**config.mk**
```make
export PLATFORM = sky130hd
export DESIGN_NAME = evadc_top
export DESIGN_NICKNAME = d
export VERILOG_FILES = /design/src/hdl/evadc_tick.v /design/src/hdl/evadc_top.v
export VERILOG_INCLUDE_DIRS = /design/src /design/src/hdl
export SDC_FILE = /design/constraint.sdc
export NUM_CORES = 1
export LEC_CHECK = 0
export ABC_AREA = 1
export BUFFER_PORTS_ARGS = -buffer_cell sky130_fd_sc_hd__buf_4
export CORE_UTILIZATION = 34
export DETAILED_ROUTE_END_ITERATION = 7
export SLEW_MARGIN = 20
export SYNTH_ARGS = -nofsm -noshare
export SYNTH_HDL_FRONTEND = slang
export SYNTH_SLANG_ARGS = --single-unit
export TNS_END_PERCENT = 50
```
**constraint.sdc**
```tcl
create_clock -name CLK_I -period 7.3 [get_ports CLK_I]
set_input_delay 0.365 -clock CLK_I [delete_from_list [all_inputs] [get_ports CLK_I]]
set_output_delay 0.365 -clock CLK_I [all_outputs]
set_load 0.02 [all_outputs]
```
**src/hdl/evadc_map.vh**
```
// Register map, field positions and timing counts of the external voltage ADC
//
// Overview of operation
// - Results that raise the interrupt land in read-only byte 0xEF
// - Start bit at 0xD8 runs one conversion, interrupts
// - Background off at reset; runs on nonzero interval
// - Change flag when difference exceeds delta field
// - Flag at 0xF8 interrupts only if enabled
// - Full power: single and background conversions
// - Battery run: single only, no background
// - Sleep: background only, no single starts
// - Result register loads only on interrupt
// - Interrupt on single done or large change
// - No readable pending flag for converter interrupt
`ifndef EVADC_MAP_VH
`define EVADC_MAP_VH

// ====================================================================
// Register offsets
`define EVADC_ADDR_START     8'hd8
`define EVADC_ADDR_ENABLES   8'hec
`define EVADC_ADDR_RESULT    8'hef
`define EVADC_ADDR_DELTA     8'hf3
`define EVADC_ADDR_FLAGS     8'hf8
`define EVADC_ADDR_INTERVAL  8'hf9

// ====================================================================
// Field positions
`define EVADC_START_BIT      2
`define EVADC_FLAG_BIT       3
`define EVADC_DELTA_LSB      3
`define EVADC_DELTA_MSB      5
`define EVADC_PER_LSB        4
`define EVADC_PER_MSB        5

// ====================================================================
// Reset values
`define EVADC_RST_BYTE       8'h00

// ====================================================================
// Power states on the state input
`define EVADC_PS_FULL        2'h0
`define EVADC_PS_BATT        2'h1
`define EVADC_PS_SLEEP       2'h2

// ====================================================================
// Background interval counts in clock cycles, per interval code
`define EVADC_PER1_CYC       1000
`define EVADC_PER2_CYC       2000
`define EVADC_PER3_CYC       4000

`endif

```
**src/hdl/evadc_tick.v**
```verilog
// Background interval timer that emits one-cycle strobes
`timescale 1ns/1ps
`default_nettype none
`include "evadc_map.vh"

module evadc_tick #(
    parameter integer PER1 = `EVADC_PER1_CYC,  // Cycles for code 1
    parameter integer PER2 = `EVADC_PER2_CYC,  // Cycles for code 2
    parameter integer PER3 = `EVADC_PER3_CYC   // Cycles for code 3
) (
    input  wire       clk_i,     // Core clock
    input  wire       rst_i,     // Asynchronous reset, high
    input  wire [1:0] sel_i,     // Interval code, zero stops
    output reg        tick_o     // One-cycle strobe
);

    reg  [31:0] cnt_ff;          // Cycles since last strobe
    reg  [1:0]  sel_ff;          // Code seen last cycle
    reg  [31:0] limit;           // Selected period

    // ================================================================
    // Period select
    always @* begin
        case (sel_i)
            2'h1:    limit = PER1;
            2'h2:    limit = PER2;
            2'h3:    limit = PER3;
            default: limit = 32'h0000_0000;
        endcase
    end

    // ================================================================
    // Counter; restarts whenever the code changes
    always @(posedge clk_i or posedge rst_i) begin
        if (rst_i) begin
            cnt_ff <= 32'h0000_0000;
            sel_ff <= 2'h0;
            tick_o <= 1'b0;
        end else begin
            sel_ff <= sel_i;
            tick_o <= 1'b0;
            if (sel_i == 2'h0 || sel_i != sel_ff) begin
                cnt_ff <= 32'h0000_0000;      // Off or new period
            end else if (cnt_ff >= limit - 32'h0000_0001) begin
                cnt_ff <= 32'h0000_0000;
                tick_o <= 1'b1;                // Period elapsed
            end else begin
                cnt_ff <= cnt_ff + 32'h0000_0001;
            end
        end
    end

endmodule // evadc_tick

`default_nettype wire

```
**src/hdl/evadc_top.v**
```verilog
// External voltage ADC sequencer with its special function registers
`timescale 1ns/1ps
`default_nettype none
`include "evadc_map.vh"

module evadc_top #(
    parameter integer PER1 = `EVADC_PER1_CYC,  // Cycles for interval 1
    parameter integer PER2 = `EVADC_PER2_CYC,  // Cycles for interval 2
    parameter integer PER3 = `EVADC_PER3_CYC   // Cycles for interval 3
) (
    input  wire       CLK_I,          // Core clock, 50 MHz
    input  wire       RST_I,          // Asynchronous reset, high
    input  wire [7:0] SFR_ADDR_I,     // Register address
    input  wire [7:0] SFR_WDATA_I,    // Write data
    input  wire       SFR_WR_I,       // Write strobe
    input  wire       SFR_RD_I,       // Read strobe
    output reg  [7:0] SFR_RDATA_O,    // Read data, one cycle later
    input  wire [1:0] PWR_STATE_I,    // Full, battery run or sleep
    output reg        CONV_START_O,   // Start pulse to converter
    input  wire       CONV_DONE_I,    // Converter finished, pulse
    input  wire [7:0] CONV_CODE_I,    // Converter code, valid at done
    output reg        ADC_IRQ_O,      // Converter interrupt pulse
    output reg        PSM_IRQ_O       // Power management interrupt
);

    // ================================================================
    // States
    localparam [2:0] ST_IDLE   = 3'b001;  // Converter free
    localparam [2:0] ST_SINGLE = 3'b010;  // Software conversion
    localparam [2:0] ST_BACK   = 3'b100;  // Background conversion

    // ================================================================
    // Registers
    reg  [7:0] start_ff;      // Start register storage
    reg  [7:0] enables_ff;    // Power event enables
    reg  [7:0] result_ff;     // Reported result
    reg  [7:0] delta_ff;      // Delta register
    reg        flag_ff;       // Change flag
    reg  [7:0] interval_ff;   // Interval register
    reg  [7:0] ref_ff;        // Last reported code
    reg  [2:0] state_ff;      // Sequencer state
    reg        bg_pend_ff;    // Background strobe waiting
    reg  [2:0] nxt_state;     // Next sequencer state
    reg        nxt_start;     // Next converter start

    wire       wr_start;      // Write to start register
    wire       wr_flags;      // Write to flag register
    wire       bg_tick;       // Interval strobe
    wire       bg_allowed;    // Background permitted now
    wire       single_ok;     // Single start permitted now
    wire [7:0] diff;          // Absolute code difference
    wire       big_change;    // Difference exceeds delta
    wire       single_done;   // Software conversion ends
    wire       back_done;     // Background conversion ends
    wire       irq_evt;       // Converter interrupt event
    wire       flag_set;      // Change flag set event

    // ================================================================
    // Register read decode
    function [7:0] rd_mux;
        input [7:0] addr;
        begin
            case (addr)
                `EVADC_ADDR_START:    rd_mux = start_ff;
                `EVADC_ADDR_ENABLES:  rd_mux = enables_ff;
                `EVADC_ADDR_RESULT:   rd_mux = result_ff;
                `EVADC_ADDR_DELTA:    rd_mux = delta_ff;
                `EVADC_ADDR_FLAGS:
                    rd_mux = {4'h0, flag_ff, 3'h0};
                `EVADC_ADDR_INTERVAL: rd_mux = interval_ff;
                default:              rd_mux = 8'h00;
            endcase
        end
    endfunction

    // ================================================================
    // Mode gating and compare
    assign wr_start   = SFR_WR_I && (SFR_ADDR_I == `EVADC_ADDR_START);
    assign wr_flags   = SFR_WR_I && (SFR_ADDR_I == `EVADC_ADDR_FLAGS);
    // Background only in full power and sleep
    assign bg_allowed = (PWR_STATE_I == `EVADC_PS_FULL) ||
                        (PWR_STATE_I == `EVADC_PS_SLEEP);
    // Single starts only while the core runs
    assign single_ok  = (PWR_STATE_I != `EVADC_PS_SLEEP);
    assign diff       = (CONV_CODE_I > ref_ff) ? CONV_CODE_I - ref_ff
                                               : ref_ff - CONV_CODE_I;
    assign big_change = diff > {5'h00,
                        delta_ff[`EVADC_DELTA_MSB:`EVADC_DELTA_LSB]};
    assign single_done = (state_ff == ST_SINGLE) && CONV_DONE_I;
    assign back_done   = (state_ff == ST_BACK) && CONV_DONE_I;
    assign flag_set    = back_done && big_change;
    assign irq_evt     = single_done || flag_set;

    // ================================================================
    // Interval timer, stopped while the field is zero
    evadc_tick #(
        .PER1   (PER1),
        .PER2   (PER2),
        .PER3   (PER3)
    ) u_tick (
        .clk_i  (CLK_I),
        .rst_i  (RST_I),
        .sel_i  (interval_ff[`EVADC_PER_MSB:`EVADC_PER_LSB]),
        .tick_o (bg_tick)
    );

    // ================================================================
    // Sequencer next state
    always @* begin
        nxt_state = state_ff;
        nxt_start = 1'b0;
        case (state_ff)
            ST_IDLE: begin
                // Software request has priority over background
                if (start_ff[`EVADC_START_BIT]) begin
                    nxt_state = ST_SINGLE;
                    nxt_start = 1'b1;
                end else if (bg_pend_ff && bg_allowed) begin
                    nxt_state = ST_BACK;
                    nxt_start = 1'b1;
                end
            end
            ST_SINGLE: begin
                if (CONV_DONE_I) begin
                    nxt_state = ST_IDLE;
                end
            end
            ST_BACK: begin
                if (CONV_DONE_I) begin
                    nxt_state = ST_IDLE;
                end
            end
            default: begin
                nxt_state = ST_IDLE;
            end
        endcase
    end

    // ================================================================
    // Sequencer and strobes
    always @(posedge CLK_I or posedge RST_I) begin
        if (RST_I) begin
            state_ff     <= ST_IDLE;
            CONV_START_O <= 1'b0;
            bg_pend_ff   <= 1'b0;
        end else begin
            state_ff     <= nxt_state;
            CONV_START_O <= nxt_start;
            // Hold a strobe that arrives while busy; drop it if barred
            if (!bg_allowed) begin
                bg_pend_ff <= 1'b0;
            end else if (bg_tick) begin
                bg_pend_ff <= 1'b1;
            end else if (nxt_state == ST_BACK && state_ff == ST_IDLE) begin
                bg_pend_ff <= 1'b0;
            end
        end
    end

    // ================================================================
    // Software written registers
    always @(posedge CLK_I or posedge RST_I) begin
        if (RST_I) begin
            start_ff    <= `EVADC_RST_BYTE;
            enables_ff  <= `EVADC_RST_BYTE;
            delta_ff    <= `EVADC_RST_BYTE;
            interval_ff <= `EVADC_RST_BYTE;
        end else begin
            if (wr_start) begin
                start_ff <= SFR_WDATA_I;
                // Start refused while the core sleeps
                // Pending bit survives the write unless its done is now
                start_ff[`EVADC_START_BIT] <= single_ok &&
                    (SFR_WDATA_I[`EVADC_START_BIT] ||
                     (start_ff[`EVADC_START_BIT] && !single_done));
            end else if (single_done) begin
                start_ff[`EVADC_START_BIT] <= 1'b0;        // Self clear
            end
            if (SFR_WR_I && SFR_ADDR_I == `EVADC_ADDR_ENABLES) begin
                enables_ff <= SFR_WDATA_I;
            end
            if (SFR_WR_I && SFR_ADDR_I == `EVADC_ADDR_DELTA) begin
                delta_ff <= SFR_WDATA_I;
            end
            if (SFR_WR_I && SFR_ADDR_I == `EVADC_ADDR_INTERVAL) begin
                interval_ff <= SFR_WDATA_I;
            end
        end
    end

    // ================================================================
    // Result, reference and converter interrupt
    always @(posedge CLK_I or posedge RST_I) begin
        if (RST_I) begin
            result_ff <= `EVADC_RST_BYTE;
            ref_ff    <= `EVADC_RST_BYTE;
            ADC_IRQ_O <= 1'b0;
        end else begin
            // No pending bit: only the pulse and the new result
            ADC_IRQ_O <= irq_evt;
            if (irq_evt) begin
                result_ff <= CONV_CODE_I;
                ref_ff    <= CONV_CODE_I;
            end
        end
    end

    // ================================================================
    // Change flag, power interrupt and read port
    always @(posedge CLK_I or posedge RST_I) begin
        if (RST_I) begin
            flag_ff     <= 1'b0;
            PSM_IRQ_O   <= 1'b0;
            SFR_RDATA_O <= 8'h00;
        end else begin
            // Set wins over a clear in the same cycle
            if (flag_set) begin
                flag_ff <= 1'b1;
            end else if (wr_flags && !SFR_WDATA_I[`EVADC_FLAG_BIT]) begin
                flag_ff <= 1'b0;
            end
            PSM_IRQ_O <= (flag_ff || flag_set) &&
                         enables_ff[`EVADC_FLAG_BIT];
            if (SFR_RD_I) begin
                SFR_RDATA_O <= rd_mux(SFR_ADDR_I);
            end
        end
    end

endmodule // evadc_top

`default_nettype wire

```
== Word-level counts from Yosys, hierarchy flattened ==
Cells that the tools add are included.
Storage, ports and cells
  flip-flop bits (word level): 91
  input bits: 31
  output and inout bits: 11
  logic and storage cells: 87
Cells by class
  $add $sub $neg: 4
  order comparisons: 3
  equal/unequal tests: 17
  mux-type cells: 21
  reduce and logical (&&, ||, !) cells: 26
Operators with widths (number)
  $mux W32: 2
  $eq A8 B8 Y1 const B: 6
  $pmux W8 S6: 1
  $pmux W12 S3: 1
  $add A32 B1 Y32 const B: 1
  $ge A32 B32 Y1: 1
  $sub A8 B8 Y8: 2
  $logic_and A1 B1 Y1: 14
  $sub A12 B1 Y13 const B: 1
  $mux W1: 12
  $mux W3: 3
  $gt A8 B3 Y1: 1
  $gt A8 B8 Y1: 1
  $mux W8: 1
  $eq A2 B2 Y1 const B: 3
  $eq A3 B3 Y1 const B: 2
  $pmux W3 S2: 1
  $logic_or A1 B1 Y1: 5
  $logic_not A2 Y1: 2
  $reduce_bool A2 Y1: 2
  $eq A3 B1 Y1 const B: 1
  $eq A3 B2 Y1 const B: 1
  $ne A3 B1 Y1 const B: 1
  $eq A2 B1 Y1 const B: 1
  4 further kinds: 5

== Longest topological paths before layout ==
Gate-level depths: netlist of the first run.
  depth after elaboration: 11
  gate-level depth with buffers: 21
  mapped depth without buffers: 20

== By module ==
Synthesis of the first run repeated with hierarchy kept, for this count alone.
Unflattened totals
  cell total of the unflattened synthesis: 885
  area, all modules: 6393.6 um2
By module, submodules not included
  evadc_top: instances 1, cells each 454, area an instance 3372.0 um2, seq. area each 1402.6 um2
  evadc_tick: instances 1, cells each 431, area an instance 3021.6 um2, seq. area each 875.8 um2

== Least setup slack after synthesis of the first run ==
OpenSTA, ideal clock, no wires.
  kind: input port to flip-flop
  from: in CONV_CODE_I[0]
  to: reg ref_ff[0]
  setup time: 117 ps
  data arrival time: 2664 ps
  data required time: 7183 ps
  path slack: 4519 ps
  stages on the path: 20
  buffers on the path: 0
  cell sequence: inv_1 ha_1 inv_1 fa_1 nand3_1 nand2_1 nand2_1 nand2_1 nand2_2 mux2_2 ha_1 inv_1 nor2_1 o21a_1 o21ai_0 nand2_1 nand2_1 nand2_2 nand2_1 nand2_1
On the way
  longest elaborated chain between the ends: 5
  elaborated cells between the ends (all ways): 7
  classes of those cells: add/sub (2); order compare (2); mux (1); reduce/logical (2)
RTL lines
  start, declared: line evadc_top.v:21  | input wire [7:0] CONV_CODE_I,
  $sub A8 B8 Y8 (tied with other cells): line evadc_top.v:86  | : ref_ff - CONV_CODE_I;
  $mux W8 (*): line evadc_top.v:85  | assign diff = (CONV_CODE_I > ref_ff) ? CONV_CODE_I - ref_ff
  $gt A8 B3 Y1 (*): line evadc_top.v:87  | assign big_change = diff > {5'h00,
  $logic_and A1 B1 Y1 (*): line evadc_top.v:91  | assign flag_set = back_done && big_change;
  $logic_or A1 B1 Y1 (*): line evadc_top.v:92  | assign irq_evt = single_done || flag_set;
  named net irq_evt: line evadc_top.v:55  | wire irq_evt;
  end signal, assigned: line evadc_top.v:196  | ref_ff <= `EVADC_RST_BYTE;
  end, declared: line evadc_top.v:40  | reg [7:0] ref_ff;
Mark *: on every way through the listed nets, which the timed path passes. The rest lies on a longest branch.
A chain may end at the register's enable or synchronous reset.

== Worst setup path in the final report of the first run ==
  from: reg ref_ff[1]
  to: reg ref_ff[2]
On the way
  longest elaborated chain between the ends: 5
  elaborated cells between the ends (all ways): 7
  classes of those cells: add/sub (2); order compare (2); mux (1); reduce/logical (2)
RTL lines (line)
  $sub A8 B8 Y8 (tied with other cells): evadc_top.v:86
  $mux W8 (*): evadc_top.v:85
  $gt A8 B3 Y1 (*): evadc_top.v:87
  $logic_and A1 B1 Y1 (*): evadc_top.v:91
  $logic_or A1 B1 Y1 (*): evadc_top.v:92
  named net irq_evt: evadc_top.v:55
Marks and branches as above.

==> results.cfg, run 1 <==
[status]
outcome = complete, no violations

[logic_synthesis]
ys_seq_elements = 91
mappedNetlistNets = 863
synthDominantAreaCellType = sky130_fd_sc_hd__dfrtp_1
synthesis.area_sq_um = 6010
synth_top_family_by_area = simple AND/OR/NAND/NOR gates
number_of_enable_flip_flop_cells_after_synthesis = 0
synth_top_cell_area_share_pct = 37.4
portion_of_the_post_synthesis_area_used_by_sequential_elements_pct = 37.9
synth.top_cells.by_area = sky130_fd_sc_hd__dfrtp_1 (37%), sky130_fd_sc_hd__nand2_1 (12%), sky130_fd_sc_hd__ha_1 (10%), sky130_fd_sc_hd__inv_1 (6.0%), sky130_fd_sc_hd__nand3_1 (5.6%)
synthAdderAreaFrac_pct = 11.1
synthFlopType = sky130_fd_sc_hd__dfrtp_1
synth_cell_types = 48
yosysWarnings = 0
synth_compound_gate_area_share_pct = 10.9
simple_gate_share_of_the_synthesized_area_pct = 29.1
avgSynthCellArea_sq_um = 7.71
synthesis.instances = 780
synth-async-reset-ratio_pct = 100
synthMuxAreaShare_pct = 2.04
xor_and_xnor_area_share_after_synthesis_pct = 1.16

[pwr]
swShare_pct = 35.4
net-switching-power_mw = 0.575
vdd_ir_drop_max_mv = 0.114
combinationalPowerShare_pct = 32.9
powerDensity_nw_per_um2 = 236
seq_power_share_pct = 36.8
power_frac_clock_pct = 30.2
leakagePower_nw = 3.51
internal_power_mw = 1.05

[sta]
worst_slew_pin_slew_ns = 0.992
slew_viol_final = 0
min_period_ns = 3.28
timing.fmax_ghz = 0.305
finalHoldViolations = 0
clock_skew_ns = 0.00951
timing.slew.headroom_pct = 33.6
setup_tns_ns = 0
timing.final.setup_violations = 0
whs_ns = 0.0179
fin_crit_sh_pct = 44.9
grt_setup_unrepaired = false

[clocking]
clock_slew_at_the_register_clock_pins_of_the_worst_setup_and_hold_paths_ns = 0.06
insertion_delay_ns = 0.34
cts_repair_resize_count = 0
max-clock-path-buffers = 2
clock_tree_from_tritoncts = built
holdBufCountCts = 0
cts_post_setup_buffers_inserted = 0
clockRootBuffer = sky130_fd_sc_hd__clkbuf_16
cts_buffers = 9
ctsHtreeMaxLevel = 3
clock_sink_count = 91

[floorplanning]
die_height_microns = 135
die_w_microns = 135
core.rowCount = 48
core-area_sq_um = 17300
area_of_the_die_sq_um = 18200
num_io_pins = 42
initial_core_util_pct = 34.8

[setup_path]
critPathKind = flip-flop to flip-flop
worst-endpoint-required_ns = 7.53
critPathLaunchType = flip-flop
cp.arrival_ns = 3.51
critical_path_fanouts_max = 11
cp-end-kind = flip-flop

[finish]
layout_common_cells = sky130_fd_sc_hd__nand2_1 (190), sky130_fd_sc_hd__inv_1 (95), sky130_fd_sc_hd__dfrtp_1 (90)
flow.area_growth_from_synthesis_pct = 14.1
final_layout_size_suffix_gt1_share_pct = 12.6
layout_commonest_cell = sky130_fd_sc_hd__nand2_1
antennaDiodeCount = 0
nNetsFinal = 904

[place]
gpl.final_weighted_congestion = 0.846
place_hpwl_microns = 10700
placement.io_buffers = 41

[routing]
detailedRoute.firstPassIterationCount = 5
routed_wl_microns = 14100
routed_via_density = 4.88
ant_nets = 0
drt_first_iter_violations = 310
route.vias.total = 5125
wl_per_cell_microns = 13.4
residual_drc = 0

[global_route]
global_route.overflow_total = 0
grt_start_max_net_pins = 64
grt_use_total_pct = 16.5
global_route_wire_length_before_repair_microns = 23700
number_of_antenna_violations_at_the_first_check_in_global_routing = 0
first_global_vias = 4697

[hold_path]
worstHoldPathType = input port to asynchronous set/reset pin

[run]
maxCapViolCount = 0
[logic make-up after synthesis]
group	Yosys count
AOI/OAI and AO/OA	111
xor gates and xnor gates	8
adders and majority gates	52
buffers and inverters	117
DFF	91
muxes	11
and+or+nand+nor	390
[per-layer routing]
metal / part of all wire (%) / up-vias / track usage [%]
met1: 52 / 2382 / 23.9
met3: 3.5 / 14 / 3.15
li1: - / 2647 / -
met4: 1.3 / 0 / 4.87
met5: 0 / - / 0
met2: 43 / 82 / 24.8
[synth_stat cells, drive strengths merged (4+ instances only)]
master	n
nand4	12
ha	50
inv	103
xor2	6
or2	11
mux2	10
a21oi	36
o21a	12
o211ai	6
nand2	195
o22ai	6
buf	13
nor3	22
nor2	72
o21ai	35
nor4	4
dfrtp	90
a21o	5
nand3	68
[power groups by stage]
stage | Sequential (mW) | Clock [mW] | Combinational [mW]
floorplan | 0.598 | 0 | 0.412
finish | 0.597 | 0.491 | 0.534
CTS | 0.597 | 0.504 | 0.541
global route | 0.604 | 0.522 | 0.623
detailed placement | 0.607 | 0 | 0.539
global placement | 0.606 | 0 | 0.534
[critical path, stage by stage (launching register included)]
cell,delay [ns]
sky130_fd_sc_hd__dfrtp_1,0.42
sky130_fd_sc_hd__inv_1,0.14
sky130_fd_sc_hd__fa_1,0.46
sky130_fd_sc_hd__nand3_1,0.13
sky130_fd_sc_hd__nand2_1,0.08
sky130_fd_sc_hd__nand2_1,0.06
sky130_fd_sc_hd__nand2_1,0.06
sky130_fd_sc_hd__nand2_2,0.10
sky130_fd_sc_hd__mux2_2,0.35
sky130_fd_sc_hd__ha_1,0.29
sky130_fd_sc_hd__inv_1,0.06
sky130_fd_sc_hd__nor2_1,0.03
sky130_fd_sc_hd__o21a_1,0.15
sky130_fd_sc_hd__o21ai_0,0.14
sky130_fd_sc_hd__nand2_1,0.07
sky130_fd_sc_hd__nand2_1,0.28
sky130_fd_sc_hd__nand2_2,0.21
sky130_fd_sc_hd__nand2_1,0.11
sky130_fd_sc_hd__nand2_1,0.05
[sequential cells by signal (all words and copies together) (netlist names)]
name and cells:
ref_ff 8, enables_ff 8, SFR_RDATA_O 8, bg_pend_ff 1, ADC_IRQ_O 1, start_ff 8
delta_ff 8, interval_ff 8, u_tick.sel_ff 2, state_ff 3, u_tick.tick_o 1, PSM_IRQ_O 1
CONV_START_O 1, u_tick.cnt_ff 32, flag_ff 1
[final timing paths]
path | startpoint | endpoint | slack (ns) | depth (start not counted)
max | ref_ff[1] | ref_ff[2] | 4.02 | 18
min | RST_I | u_tick.cnt_ff[6] | 0.02 | 2
max reg2reg | ref_ff[1] | ref_ff[2] | 4.02 | 18
min reg2reg | interval_ff[5] | u_tick.sel_ff[1] | 0.45 | 0
max in group asynchronous | RST_I | ref_ff[1] | 6.19 | 3
min in group CLK_I | PWR_STATE_I[0] | bg_pend_ff | 0.19 | 2
[per-stage QoR]
step	instances	setup WS (ns)	power [mW]	utilization (%)	area [sq um]
2_1_floorplan	780	4.52	1.01	-	6010
3_3_place_gp	1035	3.95	1.14	37.8	6550
3_5_place_dp	1035	3.88	1.15	37.8	6550
4_1_cts	1051	4.00	1.64	39.7	6870
5_1_grt	1051	3.64	1.75	39.7	6870
6_report	1051	4.02	1.62	39.7	6870
[cell type report]
class / instances / area, sq um
Multi-Input combinational cell: 572 / 3270
Tap cell: 225 / 282
Fill cell: 1825 / 10400
Clock buffer: 11 / 253
Inverter: 103 / 389
Sequential cell: 91 / 2280
Timing Repair Buffer: 44 / 330
Clock inverter: 5 / 66.3
Power figures use the tool's default switching activity.
==> run 2, diff against run 1 <==
==> constraint.sdc (replaced) <==
create_clock -name CLK_I -period 3.2 [get_ports CLK_I]
set_input_delay 0.16 -clock CLK_I [delete_from_list [all_inputs] [get_ports CLK_I]]
set_output_delay 0.16 -clock CLK_I [all_outputs]
set_load 0.02 [all_outputs]
==> run 2 against run 1 <==
The flow now finishes with violations (negative hold slack). Clock power increased by 130%. Worst hold slack worse by 0.052 ns. Setup slack got worse by 3.7 ns. Count of clock-buffer cells in the layout fell by 2. Critical endpoint is now ref_ff[0]. Largest power group unchanged.
==> results.cfg, run 2 (synthesis gave the netlist of run 1 again) <==
[global_route]
grt_start_max_net_pins = 66
number_of_antenna_violations_at_the_first_check_in_global_routing = 0
global_route_wire_length_before_repair_microns = 24000
grt_use_total_pct = 16.6
global_route.overflow_total = 0
first_global_vias = 4825

[floorplanning]
initial_core_util_pct = 34.8
core.rowCount = 48
area_of_the_die_sq_um = 18200
die_height_microns = 135
num_io_pins = 42
die_w_microns = 135
core-area_sq_um = 17300

[sta]
clock_skew_ns = 0.00533
fin_ws_ns = 0.278
timing.final.setup_violations = 0
whs_ns = -0.0341
timing.slew.headroom_pct = 46.3
finalHoldViolations = 28
min_period_ns = 2.92
grt_setup_unrepaired = false
fin_crit_sh_pct = 91.3
slew_viol_final = 0
worst_slew_pin_slew_ns = 0.806
timing.fmax_ghz = 0.342
setup_tns_ns = 0

[routing]
routed_wl_microns = 14500
wl_per_cell_microns = 13.6
residual_drc = 0
routed_via_density = 4.87
drt_first_iter_violations = 341
ant_nets = 0
route.vias.total = 5171
detailedRoute.firstPassIterationCount = 7

[hold_path]
worstHoldPathType = input port to asynchronous set/reset pin

[place]
dpl_worst_slack_ns = 0.225
gpl.final_weighted_congestion = 0.853
place_hpwl_microns = 11100
placement.io_buffers = 41
place_inst = 1044

[finish]
top_reg_by_flops = u_tick.cnt_ff
largest_register_ffs = 32
nNetsFinal = 915
flow.area_growth_from_synthesis_pct = 15.6
layout_common_cells = sky130_fd_sc_hd__nand2_1 (189), sky130_fd_sc_hd__inv_1 (95), sky130_fd_sc_hd__dfrtp_1 (90)
final-instance-count-excl-fill = 1062
antennaDiodeCount = 0
final_layout_size_suffix_gt1_share_pct = 13.9
layout_commonest_cell = sky130_fd_sc_hd__nand2_1

[setup_path]
critPathLaunchType = flip-flop
cp-end-kind = flip-flop
cp.arrival_ns = 3.20
critical_path_fanouts_max = 10
rr_worst_depth = 19
critPathKind = flip-flop to flip-flop
worst-endpoint-required_ns = 3.48

[clocking]
cts_buffers = 9
clock_slew_at_the_register_clock_pins_of_the_worst_setup_and_hold_paths_ns = 0.07
clock_sink_count = 91
clockRootBuffer = sky130_fd_sc_hd__clkbuf_16
max-clock-path-buffers = 2
clock_tree_from_tritoncts = built
ctsHtreeMaxLevel = 3
insertion_delay_ns = 0.34

[pwr]
vdd_ir_drop_max_mv = 0.289
leakagePower_nw = 3.57
powerDensity_nw_per_um2 = 537
post-layout-total-power_mw = 3.73

[status]
outcome = complete, but fails checks
violations_in_the_final_reports = negative hold slack

[run]
maxCapViolCount = 0
[run 2: cell count changes in the layout (fill, tap and decap cells not counted), sizes merged]
cell         before  now
inv             105  107
dlygate4sd3       0    1
buf              44   54
clkinvlp          1    0
clkbuf           11    9
clkinv            1    2
[run 2: per-stage QoR]
stage | util, % | instance area, sq um | hold slack, ns
global route | 40.2 | 6950 | 0.0333
global placement | 38.2 | 6610 | 0.330
finish | 40.2 | 6950 | -0.0341
floorplan | - | 6010 | 0.223
CTS | 40.1 | 6930 | 0.00553
detailed placement | 38.2 | 6610 | 0.330
[run 2: per-layer routing]
metal | up-vias | global-route usage, % | wire length (microns)
met3 | 20 | 2.33 | 482
li1 | 2680 | - | -
met4 | 0 | 4.81 | 213
met1 | 2384 | 24.8 | 7410
met2 | 87 | 24.6 | 6360
met5 | - | 0 | 0
[run 2: where the power goes]
| part | switching (mW) | internal, mW | total (mW) |
|---|---|---|---|
| registers | 0.0830 | 1.27 | 1.36 |
| clock network | 0.489 | 0.622 | 1.11 |
| logic | 0.782 | 0.485 | 1.27 |
[run 2: final timing paths]
kind / slack [ns] / endpoint / startpoint
setup / recovery: 0.28 / ref_ff[0] / ref_ff[0]
hold / removal: -0.03 / u_tick.cnt_ff[6] / RST_I
setup reg to reg: 0.28 / ref_ff[0] / ref_ff[0]
hold reg to reg: 0.45 / u_tick.sel_ff[1] / interval_ff[5]
max in group asynchronous: 2.52 / u_tick.cnt_ff[20] / RST_I
min in group CLK_I: 0.02 / start_ff[2] / PWR_STATE_I[1]
[run 2: area by class of cell]
type | count | area [sq um]
tap | 225 | 282
sequential | 91 | 2280
fill | 1801 | 10300
inverter | 103 | 389
timing repair buffer | 55 | 419
multi-input combinational | 572 | 3280
clock inverter | 7 | 83.8
clock buffer | 9 | 225
[run 2: what timing repair did]
action,CTS,global route
hold endpoints to repair,1,0
setup buffers,0,1
gates resized for setup,0,4
hold buffers,1,0
setup endpoints to repair,0,10
[run 2: critical path, cell delays in order (launching register included)]
cell and delay [ns]:
sky130_fd_sc_hd__dfrtp_1 0.38, sky130_fd_sc_hd__ha_1 0.15, sky130_fd_sc_hd__inv_1 0.06, sky130_fd_sc_hd__fa_2 0.36
sky130_fd_sc_hd__nand3_1 0.12, sky130_fd_sc_hd__nand2_1 0.08, sky130_fd_sc_hd__nand2_1 0.06, sky130_fd_sc_hd__nand2_1 0.06
sky130_fd_sc_hd__nand2_2 0.11, sky130_fd_sc_hd__mux2_2 0.35, sky130_fd_sc_hd__ha_1 0.29, sky130_fd_sc_hd__inv_1 0.06
sky130_fd_sc_hd__nor2_1 0.03, sky130_fd_sc_hd__o21a_1 0.15, sky130_fd_sc_hd__o21ai_0 0.13, sky130_fd_sc_hd__nand2_1 0.09
sky130_fd_sc_hd__nand2_2 0.10, sky130_fd_sc_hd__buf_6 0.15, sky130_fd_sc_hd__nand3_1 0.07, sky130_fd_sc_hd__nand2_1 0.09
